File: src/design/home_return_sequencer_regs.svh
// register offsets, field positions and reset values of the homing sequencer
// assumes a plain 8-bit word-aligned address port with 32-bit data
`ifndef HOME_RETURN_SEQUENCER_REGS_SVH
`define HOME_RETURN_SEQUENCER_REGS_SVH

`define HRS_OFS_CTRL 8'h00
`define HRS_OFS_SHIFT 8'h04
`define HRS_OFS_TRAVEL 8'h08
`define HRS_OFS_HOME_DATA 8'h0C
`define HRS_OFS_STATUS 8'h10
`define HRS_OFS_HOME_POS 8'h14

`define HRS_CTRL_METHOD_LSB 0
`define HRS_CTRL_METHOD_MSB 3
`define HRS_CTRL_DIR_BIT 4
`define HRS_CTRL_POL_BIT 5
`define HRS_CTRL_START_BIT 8

`define HRS_STAT_DONE_BIT 0
`define HRS_STAT_BUSY_BIT 1
`define HRS_STAT_ERR_BIT 2
`define HRS_STAT_STATE_LSB 4
`define HRS_STAT_STATE_MSB 7

`define HRS_RST_CTRL 32'h0000_0000
`define HRS_RST_SHIFT 32'h0000_0000
`define HRS_RST_TRAVEL 32'h0000_0000
`define HRS_RST_HOME_DATA 32'h0000_0000

`endif

File: src/design/home_return_pkg.sv
// types shared by the homing sequencer and its bench
// assumes the _regs header carries offsets, fields and reset values; method and state codes live here
package home_return_pkg;

  typedef enum logic [3:0] {
    M_DOG         = 4'h0,
    M_COUNT       = 4'h1,
    M_DATA_SET    = 4'h2,
    M_STOPPER     = 4'h3,
    M_IGNORE      = 4'h4,
    M_REAR_REF    = 4'h5,
    M_COUNT_FRONT = 4'h6,
    M_CRADLE      = 4'h7,
    M_LAST_INDEX  = 4'h8,
    M_FRONT_REF   = 4'h9,
    M_DOGLESS     = 4'hA
  } method_t;

  typedef enum logic [3:0] {
    S_IDLE     = 4'h0,
    S_RETRACT  = 4'h1,
    S_SEEK     = 4'h2,
    S_CREEP    = 4'h3,
    S_TRAVEL   = 4'h4,
    S_INDEX    = 4'h5,
    S_SHIFT    = 4'h6,
    S_STOPPER  = 4'h7,
    S_WAIT_SON = 4'h8,
    S_BACKOFF  = 4'h9,
    S_DONE     = 4'hA
  } state_t;

  // motion request to the speed generator
  typedef struct packed {
    logic move;
    logic fast;
    logic dir_dec;
  } motion_t;

endpackage

File: src/design/home_return_sequencer.sv
// homing sequencer: picks the home point from sensor, index and position
// assumes inputs synchronous to core_clk_i and a speed generator obeying motion_o
`timescale 1ns/10ps
`include "home_return_sequencer_regs.svh"

module home_return_sequencer #(
  parameter int POS_W = 32
) (
  input wire logic core_clk_i,
  input wire logic resetn_i,
  input wire logic [7:0] addr_i,
  input wire logic [31:0] wdata_i,
  input wire logic wr_i,
  input wire logic rd_i,
  output logic [31:0] rdata_o,
  input wire logic sensor_i,
  input wire logic index_i,
  input wire logic [POS_W-1:0] pos_i,
  input wire logic servo_on_i,
  input wire logic stopped_i,
  output home_return_pkg::motion_t motion_o,
  output logic home_done_o,
  output logic cmd_load_o,
  output logic [POS_W-1:0] cmd_pos_o
);
  import home_return_pkg::*;

  ////////////////////////////////////////////////////////////////////////////
  // reset release through two flops
  logic rst_s1_q;
  logic rst_n_q;

  always_ff @(posedge core_clk_i or negedge resetn_i) begin
    if (!resetn_i) begin
      rst_s1_q <= 1'b0;
      rst_n_q <= 1'b0;
    end else begin
      rst_s1_q <= 1'b1;
      rst_n_q <= rst_s1_q;
    end
  end

  ////////////////////////////////////////////////////////////////////////////
  // register file
  logic [31:0] ctrl_q, ctrl_d;
  logic [POS_W-1:0] shift_q, shift_d;
  logic [POS_W-1:0] travel_q, travel_d;
  logic [POS_W-1:0] hdata_q, hdata_d;
  logic [31:0] rdata_d;
  logic start_d, start_q;
  logic [POS_W-1:0] home_pos_q, home_pos_d;
  logic done_q, done_d;
  logic err_q, err_d;
  state_t state_q, state_d;
  method_t method;
  logic dir_dec;
  logic pol;

  assign method = method_t'(ctrl_q[`HRS_CTRL_METHOD_MSB:`HRS_CTRL_METHOD_LSB]);
  assign dir_dec = ctrl_q[`HRS_CTRL_DIR_BIT];
  assign pol = ctrl_q[`HRS_CTRL_POL_BIT];

  always_comb begin
    ctrl_d = ctrl_q;
    shift_d = shift_q;
    travel_d = travel_q;
    hdata_d = hdata_q;
    start_d = 1'b0;
    rdata_d = 32'h0000_0000;
    if (wr_i) begin
      case (addr_i)
        `HRS_OFS_CTRL: begin
          ctrl_d = wdata_i & 32'h0000_003F;
          start_d = wdata_i[`HRS_CTRL_START_BIT];
        end
        `HRS_OFS_SHIFT: shift_d = wdata_i[POS_W-1:0];
        `HRS_OFS_TRAVEL: travel_d = wdata_i[POS_W-1:0];
        `HRS_OFS_HOME_DATA: hdata_d = wdata_i[POS_W-1:0];
        default: ;
      endcase
    end
    if (rd_i) begin
      case (addr_i)
        `HRS_OFS_CTRL: rdata_d = ctrl_q;
        `HRS_OFS_SHIFT: rdata_d = 32'(shift_q);
        `HRS_OFS_TRAVEL: rdata_d = 32'(travel_q);
        `HRS_OFS_HOME_DATA: rdata_d = 32'(hdata_q);
        `HRS_OFS_STATUS: begin
          rdata_d[`HRS_STAT_DONE_BIT] = done_q;
          rdata_d[`HRS_STAT_BUSY_BIT] = (state_q != S_IDLE) && (state_q != S_DONE);
          rdata_d[`HRS_STAT_ERR_BIT] = err_q;
          rdata_d[`HRS_STAT_STATE_MSB:`HRS_STAT_STATE_LSB] = state_q;
        end
        `HRS_OFS_HOME_POS: rdata_d = 32'(home_pos_q);
        default: rdata_d = 32'h0000_0000;
      endcase
    end
  end

  always_ff @(posedge core_clk_i or negedge rst_n_q) begin
    if (!rst_n_q) begin
      ctrl_q <= `HRS_RST_CTRL;
      shift_q <= POS_W'(`HRS_RST_SHIFT);
      travel_q <= POS_W'(`HRS_RST_TRAVEL);
      hdata_q <= POS_W'(`HRS_RST_HOME_DATA);
      start_q <= 1'b0;
      rdata_o <= 32'h0000_0000;
    end else begin
      ctrl_q <= ctrl_d;
      shift_q <= shift_d;
      travel_q <= travel_d;
      hdata_q <= hdata_d;
      start_q <= start_d;
      rdata_o <= rdata_d;
    end
  end

  ////////////////////////////////////////////////////////////////////////////
  // sequencer
  logic det;
  logic det_q;
  logic son_q;
  logic rev_q, rev_d;
  logic [POS_W-1:0] mark_q, mark_d;
  logic [POS_W-1:0] goal_q, goal_d;
  logic [POS_W-1:0] moved;
  logic reached;
  logic front_edge;
  logic rear_edge;
  logic son_rise;
  logic finish;
  motion_t motion_d;
  logic load_d;

  assign det = pol ? sensor_i : ~sensor_i;
  assign front_edge = det & ~det_q;
  assign rear_edge = ~det & det_q;
  assign son_rise = servo_on_i & ~son_q;
  // distance covered since mark, measured along the current travel direction
  assign moved = (dir_dec ^ rev_q) ? (mark_q - pos_i) : (pos_i - mark_q);
  assign reached = (moved >= goal_q);

  always_comb begin
    state_d = state_q;
    rev_d = rev_q;
    mark_d = mark_q;
    goal_d = goal_q;
    done_d = done_q;
    err_d = err_q;
    home_pos_d = home_pos_q;
    finish = 1'b0;
    case (state_q)
      S_IDLE, S_DONE: ;
      S_RETRACT: begin
        // back off the sensor the way we came, then seek again
        if (!det) begin
          rev_d = 1'b0;
          state_d = S_SEEK;
        end
      end
      S_SEEK: begin
        if (front_edge || det) begin
          mark_d = pos_i;
          goal_d = travel_q + shift_q;
          case (method)
            M_CRADLE: state_d = S_INDEX;
            M_LAST_INDEX: begin
              rev_d = 1'b1;
              state_d = S_BACKOFF;
            end
            M_COUNT_FRONT, M_FRONT_REF: state_d = S_TRAVEL;
            default: state_d = S_CREEP;
          endcase
        end
      end
      S_CREEP: begin
        if (rear_edge || !det) begin
          mark_d = pos_i;
          case (method)
            M_DOG: state_d = S_INDEX;
            M_COUNT: begin
              goal_d = travel_q;
              state_d = S_TRAVEL;
            end
            default: begin
              goal_d = travel_q + shift_q;
              state_d = S_TRAVEL;
            end
          endcase
        end
      end
      S_BACKOFF: begin
        if (!det) begin
          state_d = S_INDEX;
        end
      end
      S_TRAVEL: begin
        if (reached) begin
          if (method == M_COUNT) begin
            state_d = S_INDEX;
          end else begin
            finish = 1'b1;
          end
        end
      end
      S_INDEX: begin
        if (index_i) begin
          mark_d = pos_i;
          goal_d = shift_q;
          if (method == M_CRADLE) begin
            finish = 1'b1;
          end else begin
            state_d = S_SHIFT;
          end
        end
      end
      S_SHIFT: begin
        if (reached) begin
          finish = 1'b1;
        end
      end
      S_STOPPER: begin
        if (stopped_i) begin
          finish = 1'b1;
        end
      end
      S_WAIT_SON: begin
        if (son_rise) begin
          finish = 1'b1;
        end
      end
      default: state_d = S_IDLE;
    endcase
    if (finish) begin
      home_pos_d = pos_i;
      done_d = 1'b1;
      state_d = S_DONE;
    end
    // a fresh start always wins over whatever is in flight
    if (start_q) begin
      done_d = 1'b0;
      err_d = 1'b0;
      rev_d = 1'b0;
      mark_d = pos_i;
      goal_d = shift_q;
      case (method)
        M_DATA_SET: begin
          home_pos_d = pos_i;
          done_d = 1'b1;
          state_d = S_DONE;
        end
        M_STOPPER: state_d = S_STOPPER;
        M_IGNORE: state_d = S_WAIT_SON;
        M_DOGLESS: state_d = S_INDEX;
        M_DOG, M_COUNT, M_REAR_REF, M_COUNT_FRONT, M_CRADLE, M_LAST_INDEX, M_FRONT_REF: begin
          if (det) begin
            rev_d = 1'b1;
            state_d = S_RETRACT;
          end else begin
            state_d = S_SEEK;
          end
        end
        default: begin
          err_d = 1'b1;
          state_d = S_IDLE;
        end
      endcase
    end
  end

  // motion follows the state being entered so the output stays a flop
  always_comb begin
    motion_d.move = 1'b1;
    motion_d.fast = 1'b0;
    motion_d.dir_dec = dir_dec ^ rev_d;
    load_d = (state_d == S_DONE) && (state_q != S_DONE);
    case (state_d)
      S_RETRACT, S_SEEK: motion_d.fast = 1'b1;
      // stopper runs at creep only; the stop takes the hit
      S_STOPPER: motion_d.fast = 1'b0;
      S_IDLE, S_DONE, S_WAIT_SON: motion_d.move = 1'b0;
      default: ;
    endcase
    // data-set skips straight to done from any state
    if (start_q && (method == M_DATA_SET)) begin
      load_d = 1'b1;
    end
  end

  always_ff @(posedge core_clk_i or negedge rst_n_q) begin
    if (!rst_n_q) begin
      state_q <= S_IDLE;
      rev_q <= 1'b0;
      mark_q <= '0;
      goal_q <= '0;
      det_q <= 1'b0;
      son_q <= 1'b0;
      done_q <= 1'b0;
      err_q <= 1'b0;
      home_pos_q <= '0;
      motion_o <= '0;
      home_done_o <= 1'b0;
      cmd_load_o <= 1'b0;
      cmd_pos_o <= '0;
    end else begin
      state_q <= state_d;
      rev_q <= rev_d;
      mark_q <= mark_d;
      goal_q <= goal_d;
      det_q <= det;
      son_q <= servo_on_i;
      done_q <= done_d;
      err_q <= err_d;
      home_pos_q <= home_pos_d;
      motion_o <= motion_d;
      home_done_o <= done_d;
      cmd_load_o <= load_d;
      cmd_pos_o <= hdata_q;
    end
  end

endmodule

File: config.mk
export PLATFORM = sky130hd
export DESIGN_NAME = home_return_sequencer
export DESIGN_NICKNAME = d
export VERILOG_FILES = /design/src/design/home_return_pkg.sv /design/src/design/home_return_sequencer.sv
export VERILOG_INCLUDE_DIRS = /design/src /design/src/design
export SDC_FILE = /design/constraint.sdc
export NUM_CORES = 1
export LEC_CHECK = 0
export ABC_AREA = 1
export BUFFER_PORTS_ARGS = -buffer_cell sky130_fd_sc_hd__buf_4
export CORE_MARGIN = 2
export CORE_UTILIZATION = 25
export DETAILED_ROUTE_END_ITERATION = 16
export PLACE_DENSITY = 0.36
export SLEW_MARGIN = 5
export SYNTH_ARGS = -nofsm -noshare
export SYNTH_HDL_FRONTEND = slang
export SYNTH_SLANG_ARGS = --single-unit
File: constraint.sdc
create_clock -name core_clk_i -period 14.4 [get_ports core_clk_i]
set_input_delay 0 -clock core_clk_i [delete_from_list [all_inputs] [get_ports core_clk_i]]
set_output_delay 0 -clock core_clk_i [all_outputs]
set_load 0.005 [all_outputs]
==> run_results.csv, run 1 <==
group,metric,value,unit
place,dpl_cell_area,0.0200,mm2
clock_tree,cts_hold_buf,76,
sta,worstMarginPinSlew,1.08,ns
synth,synth-compound-area-share,21.4,%
cells_and_area,fin_util,30.9,%
grt,gr-total-overflow,0,
clock_tree,cts-resized-gates,0,
min_path,min_path_type,"input port to flip-flop",
synth,yosys.area_share.xor_xnor,2.33,%
critical_path,crit_path_start,"ctrl_q[4]",
sta,min_period,5.01,ns
cells_and_area,drive_above_1_share,10.3,%
power,p_int,2.16,mW
synth,synth_warnings,0,
power,p_per_area,179,mW/mm2
critical_path,r2r-start,"ctrl_q[4]",
critical_path,crit_family,"buffers and inverters",
grt,grt_start_max_net_pins,74,
cells_and_area,seq_area,0.00694,mm2
cells_and_area,fin_nets,2811,
critical_path,cp_max_fo,64,
synth,ys_types,56,
critical_path,crit_required,14.83,ns
power,p_seq_share,25.9,%
sta,drv_slew,0,
place,post-place-ws,9.39,ns
cells_and_area,fin_area,0.0220,mm2
clock_tree,clk_pin_slew,0.06,ns
drt,vias,16700,
synth,synthFlopType,"dfrtp_1",
clock_tree,cts_sinks,277,
die,io_pins,149,
power,clkPwrFrac,24.2,%
critical_path,crit_slowest_cell,"clkinv_1",
power,p_sw_share,45.3,%
critical_path,worstPathCellList,"xnor2_2 > buf_4 > clkinv_1 > a21oi_1 > nand2_1 > o21ai_0 > xnor2_1 > ha_1 > nand2_1 > nor2_1 > nand2_1 > nor3_1 > nand2_1 > nand3_1 > a21oi_2 > o21ai_4 > buf_4 > o21ai_0",
die,dieArea,0.0738,mm2
drt,drt_iter0_drc,1092,
sta,setup_viol,0,
die,fp.dieH,272,um
power,irDropWorstVdd,0.0794,mV
sta,whs,0.0743,ns
critical_path,cp.arrival,5.43,ns
synth,synth_fp_nets,2606,
synth,synthMuxAreaShare,0.112,%
critical_path,cpMostUsedCell,"nand2_1",
critical_path,cp-end-kind,"flip-flop",
sta,finalCritPeriodShare,34.8,%
grt,antenna_found_initial,1,
power,p_sw,1.79,mW
synth,synth-edff-count,0,
clock_tree,clk_latency,0.58,ns
die,std_cell_rows,98,
min_path,hold_start,"stopped_i",
clock_tree,clockBufferDepth,3,
sta,timing.slew.headroom,28.0,%
die,start_util,25.1,%
cells_and_area,multiInputGateArea,0.00944,mm2
place,io_buffer_count,148,
drt,wl_per_cell,19.6,um
sta,final.setup.tns,0,ns
flow_run,cap_violations,0,
sta,fin_worst_skew,0.0225,ns
synth,synthArstFlopShare,100,%
synth,synth-simple-area-share,19.7,%
power,leakagePower,10.6,nW
synth,synth_top_family_by_area,"compound AO/OA/AOI/OAI gates",
grt,grt_use_total,18.8,%
critical_path,path_class,"flip-flop to flip-flop",
drt,drt-pass1-iter-count,5,
critical_path,start_kind,"flip-flop",
synth,synth_fa_ha_area_share,9.07,%
cells_and_area,syn_to_final_growth,23.1,%
die,coreArea,0.0712,mm2
drt,viasPerCell,4.68,
synth,avgSynthCellArea,7.47,um2
sta,worst_slack,9.39,ns
die,die_x,272,um
cells_and_area,layoutNonFillerInstCount,3576,
grt,grt_pass1_wl,106,mm
place,dp_cells,3437,
cells_and_area,fillCellCount,7723,
critical_path,path_depth,18,
drt,ant_nets,0,
place,dpl.hpwl,54.5,mm
critical_path,critical_path_buf_inv_count,3,
sta,clock.fmax,200,MHz
sta,rsz0062_at_grt,"no",
grt,grt_pass1_vias,17000,
place,gp_congestion,0.929,
synth,syn_inst,2398,
critical_path,rr_worst_depth,18,
synth,ys_seq_area_share,38.7,%
clock_tree,cts_tree,"done",
sta,hold_violations,0,
clock_tree,post_cts_buffers,0,
cells_and_area,n_antenna_cell,0,
clock_tree,root_buffer,"clkbuf_16",
synth,synthesis.area,0.0179,mm2
power,comb_power_share,49.9,%
power,total_power,3.95,mW
drt,route.detailed.drc,0,
outcome,status,"finished, final reports clean",
min_path,hold_depth,8,
critical_path,cp_slowest_stage_delay,0.86,ns
synth,ys_seq_elements,277,
clock_tree,numCtsBuffers,38,
clock_tree,h-tree-depth,2,
drt,drt-total-wl,70.0,mm
[final timing paths]
| kind | end | slack, ns |
|---|---|---|
| worst max register to register | home_pos_q[30] | 9.39 |
| worst max-delay path | home_pos_q[30] | 9.39 |
| worst min-delay path | state_q[0] | 0.07 |
| max in group asynchronous | shift_q[21] | 12.01 |
| worst min register to register | mark_q[2] | 0.30 |
| min in group asynchronous | rst_n_q | 0.29 |
[cells in the mapped netlist, types with 4 or more instances]
cell type / number / area share, %
nand3b_1: 6 / 0.25
a21boi_0: 4 / 0.17
o211ai_1: 15 / 0.63
a221oi_1: 53 / 2.6
a21o_1: 12 / 0.50
a211oi_1: 4 / 0.17
dfrtp_1: 277 / 39
a21oi_1: 167 / 4.7
xor2_1: 32 / 1.6
buf_2: 11 / 0.31
a31oi_1: 6 / 0.21
nand2_1: 594 / 12
inv_1: 321 / 6.7
a21oi_2: 15 / 0.73
o21ai_2: 4 / 0.20
xnor2_1: 12 / 0.59
ha_1: 125 / 8.7
or2_2: 5 / 0.17
o21ai_1: 19 / 0.53
buf_1: 4 / 0.084
o21bai_1: 10 / 0.42
o21a_1: 12 / 0.50
nand3_1: 54 / 1.5
nor3_1: 20 / 0.56
nor4_1: 4 / 0.14
clkbuf_1: 58 / 1.2
o22ai_1: 30 / 1.0
nor2_1: 178 / 3.7
o21ai_0: 293 / 8.2
nand4_1: 11 / 0.38
[layout make-up]
class	instances	area share [%]
repair buffers	242	9.10
clock inverters	10	0.670
flip-flops and latches	277	31.5
inverters	326	5.57
multi-input cells	1718	42.8
clock buffers	53	4.98
well taps	950	5.39
[state kept, by name (all words and copies together) (netlist names)]
register,count
son_q,1
rdata_o,32
cmd_pos_o,32
travel_q,32
rev_q,1
rst_s1_q,1
done_q,1
rst_n_q,1
goal_q,32
motion_o,3
ctrl_q,6
err_q,1
hdata_q,32
shift_q,32
state_q,4
home_pos_q,32
start_q,1
mark_q,32
cmd_load_o,1
[cell families (layout without fill, tap and decap cells)]
| logic type | Yosys count | count (layout) |
|---|---|---|
| other cells | 1 | 1 |
| fa+ha+maj | 128 | 128 |
| compound gates | 659 | 659 |
| simple gates | 882 | 882 |
| flops | 277 | 277 |
| mux | 2 | 2 |
| buf+inv | 403 | 631 |
| xor+xnor | 46 | 46 |
[power by group through the flow]
stage | Combinational, mW | Sequential (mW) | Clock, mW
floorplan | 1.33 | 1.02 | 0
global placement | 1.99 | 1.04 | 0
detailed placement | 1.99 | 1.04 | 0
CTS | 2.02 | 1.03 | 0.998
global route | 2.26 | 1.05 | 1.03
finish | 1.97 | 1.02 | 0.956
[worst min-delay path: cells and delay by family]
family	cells	cell delay, ns
buffers and inverters	2	0.15
and+or+nand+nor	4	0.32
AOI/OAI and AO/OA	2	0.11
[cell usage in the layout (no fill, tap or decap), types with 3 or more instances in the layout]
| cell | synthesis | final |
|---|---|---|
| o211ai_1 | 15 | 15 |
| o21ai_2 | 4 | 3 |
| buf_4 | 1 | 166 |
| a22oi_1 | 3 | 3 |
| a21boi_0 | 4 | 4 |
| clkbuf_8 | 0 | 9 |
| a21oi_2 | 15 | 15 |
| o31ai_1 | 3 | 3 |
| a21o_1 | 12 | 12 |
| a211oi_1 | 4 | 4 |
| inv_1 | 321 | 321 |
| ha_1 | 125 | 125 |
| a31oi_1 | 6 | 6 |
| xnor2_1 | 12 | 12 |
| nand2_1 | 594 | 591 |
| a21oi_1 | 167 | 167 |
| nand4_1 | 11 | 11 |
| a22oi_2 | 3 | 3 |
| nand3b_1 | 6 | 6 |
| o21ai_0 | 293 | 293 |
| clkbuf_1 | 58 | 6 |
| dlygate4sd3_1 | 0 | 76 |
| or2_2 | 5 | 5 |
| o21a_1 | 12 | 12 |
| nor2_1 | 178 | 175 |
| o22ai_1 | 30 | 30 |
| a221oi_1 | 53 | 53 |
| clkbuf_16 | 0 | 38 |
| dfrtp_1 | 277 | 275 |
| o21ai_1 | 19 | 19 |
| xor2_1 | 32 | 32 |
| fa_1 | 3 | 3 |
| o21bai_1 | 10 | 10 |
| nor3_1 | 20 | 20 |
| nand3_1 | 54 | 54 |
| nand2_2 | 2 | 5 |
| clkinv_2 | 0 | 4 |
| nor4_1 | 4 | 4 |
| nor2_2 | 1 | 4 |
[routing by layer]
metal	share of wire, %	GRT usage (%)
met1	46	24.5
met4	2.5	5.21
met3	3.9	2.81
met2	48	32.2
met5	0.013	0
Note: power is estimated with default switching activity, not from simulation.
==> inputs of run 2 (changes only) <==
Settings changed: PLACE_DENSITY 0.36 to 0.37.
Clock period 14.4 ns to 4.6 ns, I/O delays scaled along.
==> run_results.csv, run 2 (synthesis gave the netlist of run 1 again) <==
group,metric,value,unit
die,std_cell_rows,98,
sta,finalCritPeriodShare,90.9,%
sta,timing.slew.headroom,28.9,%
sta,worstMarginPinSlew,1.07,ns
die,start_util,25.1,%
drt,viasPerCell,4.65,
critical_path,cp.arrival,4.61,ns
cells_and_area,syn_to_final_growth,25.7,%
power,p_seq_share,24.9,%
critical_path,cp_max_fo,56,
min_path,min_path_type,"input port to flip-flop",
clock_tree,clockBufferDepth,3,
cells_and_area,n_antenna_cell,0,
place,dp_cells,3464,
sta,hold_violations,0,
critical_path,crit_required,5.03,ns
drt,wl_per_cell,19.0,um
power,p_sw,5.65,mW
sta,drv_slew,0,
clock_tree,clk_pin_slew,0.06,ns
critical_path,cp-end-kind,"flip-flop",
cells_and_area,fillCellCount,7686,
sta,clock.fmax,239,MHz
drt,drt_iter0_drc,1026,
die,io_pins,149,
clock_tree,clk_latency,0.57,ns
grt,gr-total-overflow,0,
clock_tree,root_buffer,"clkbuf_16",
sta,min_period,4.18,ns
power,p_int,7.24,mW
drt,drt-total-wl,68.7,mm
place,dpl.hpwl,53.6,mm
drt,drt-pass1-iter-count,5,
cells_and_area,final_common_cell,"nand2_1",
power,clkPwrFrac,25.2,%
power,total_power,12.9,mW
drt,ant_nets,0,
critical_path,path_class,"flip-flop to flip-flop",
power,p_sw_share,43.8,%
power,irDropWorstVdd,0.234,mV
cells_and_area,fin_nets,2840,
die,fp.dieH,272,um
power,leakagePower,10.8,nW
outcome,status,"finished, final reports clean",
grt,grt_pass1_wl,105,mm
die,dieArea,0.0738,mm2
die,coreArea,0.0712,mm2
grt,grt_pass1_vias,16700,
power,p_per_area,573,mW/mm2
grt,antenna_found_initial,0,
critical_path,crit_slowest_cell,"fa_1",
critical_path,worstPathCellList,"inv_1 > ha_1 > inv_1 > fa_1 > inv_1 > o21ai_1 > nand2_1 > nand3_1 > o21ai_2 > o221ai_1 > xor2_2 > ha_1 > nand2_1 > nor2_1 > nand2_1 > nor3_1 > nand2_1 > nand3_4 > a21oi_4 > o21ai_4 > buf_12 > o21ai_0",
drt,route.detailed.drc,0,
place,gp_congestion,0.899,
cells_and_area,layout_common_cells,"nand2_1 (589), inv_1 (321), o21ai_0 (285)",
sta,rsz0062_at_grt,"no",
critical_path,critical_path_buf_inv_count,4,
critical_path,cpMostUsedCell,"nand2_1",
clock_tree,h-tree-depth,2,
sta,setup_viol,0,
critical_path,crit_family,"simple AND/OR/NAND/NOR gates",
clock_tree,numCtsBuffers,39,
die,die_x,272,um
power,comb_power_share,49.9,%
cells_and_area,layoutNonFillerInstCount,3610,
grt,grt_start_max_net_pins,94,
sta,fin_worst_skew,0.0228,ns
clock_tree,cts_tree,"done",
drt,vias,16800,
clock_tree,cts_sinks,277,
cells_and_area,drive_above_1_share,12.1,%
place,io_buffer_count,148,
critical_path,start_kind,"flip-flop",
cells_and_area,fin_area,0.0225,mm2
grt,grt_use_total,18.6,%
critical_path,cp_slowest_stage_delay,0.50,ns
flow_run,cap_violations,0,
place,dpl_cell_area,0.0203,mm2
[run 2: cell types whose count changed in the layout (fill, tap and decap cells not counted), sizes merged]
cell,previous run,this run
bufinv,2,5
inv,326,324
clkbuf,53,55
clkinvlp,0,2
buf,166,194
clkinv,8,9
[run 2: metrics by stage]
step	setup WS, ns	util [%]	hold WS, ns	TNS, ns
3_5_place_dp	-0.325	28.5	-0.215	-10.55
5_1_grt	0.0213	31.6	0.0478	0
2_1_floorplan	0.0606	-	-0.296	0
4_1_cts	0.0681	31.5	0.00898	0
3_3_place_gp	-0.298	28.5	-0.216	-9.78
6_report	0.420	31.6	0.0310	0
[run 2: final timing paths]
| kind | end | startpoint | slack [ns] | cells after the start |
|---|---|---|---|---|
| worst max register to register | home_pos_q[26] | mark_q[0] | 0.42 | 22 |
| worst min register to register | mark_q[3] | rst_n_q | 0.29 | 0 |
| worst max-delay path | home_pos_q[26] | mark_q[0] | 0.42 | 22 |
| max in group asynchronous | shift_q[16] | rst_n_q | 3.35 | 1 |
| worst min-delay path | rdata_o[1] | addr_i[5] | 0.03 | 4 |
| min in group asynchronous | mark_q[3] | rst_n_q | 0.29 | 0 |
[run 2: per-layer routing]
layer | wire length, um | up-vias | global-route usage [%]
met5 | 0 | - | 0
met4 | 2110 | 0 | 5.70
met3 | 2640 | 86 | 2.42
met2 | 32200 | 331 | 31.0
met1 | 31800 | 7956 | 25.0
li1 | - | 8405 | -
[run 2: cell type report]
class / count / area (um2) / share of cell area [%]
clock buffer: 55 / 1160 / 5.13
clock inverter: 14 / 226 / 1.01
inverter: 326 / 1230 / 5.46
multi-input combinational: 1718 / 9530 / 42.3
sequential: 277 / 6940 / 30.8
tap: 950 / 1190 / 5.28
timing repair buffer: 270 / 2250 / 10.0
[run 2: power groups by stage]
| stage | Sequential [mW] | Combinational (mW) | Clock (mW) |
|---|---|---|---|
| after floorplan | 3.20 | 4.16 | 0 |
| after global placement | 3.25 | 6.38 | 0 |
| after detailed placement | 3.25 | 6.39 | 0 |
| after CTS | 3.22 | 6.50 | 3.38 |
| after global routing | 3.27 | 7.36 | 3.47 |
| final | 3.21 | 6.44 | 3.25 |
[run 2: worst register-to-register path: stages, from the launching register on]
cell	delay, ns
dfrtp_1	0.38
inv_1	0.07
ha_1	0.16
inv_1	0.09
fa_1	0.50
inv_1	0.13
o21ai_1	0.14
nand2_1	0.09
nand3_1	0.14
o21ai_2	0.22
o221ai_1	0.22
xor2_2	0.24
ha_1	0.31
nand2_1	0.04
nor2_1	0.11
nand2_1	0.09
nor3_1	0.24
nand2_1	0.14
nand3_4	0.16
a21oi_4	0.08
o21ai_4	0.10
buf_12	0.24
o21ai_0	0.16
[run 2: what timing repair did]
| item | CTS | global route |
|---|---|---|
| endpoints found under the hold margin | 197 | 0 |
| endpoints found under the setup margin | 40 | 40 |
| pin swaps | 0 | 2 |
| resized for setup | 3 | 22 |
| setup buffers | 0 | 1 |
| hold buffers | 76 | 0 |
| gates cloned | 0 | 0 |
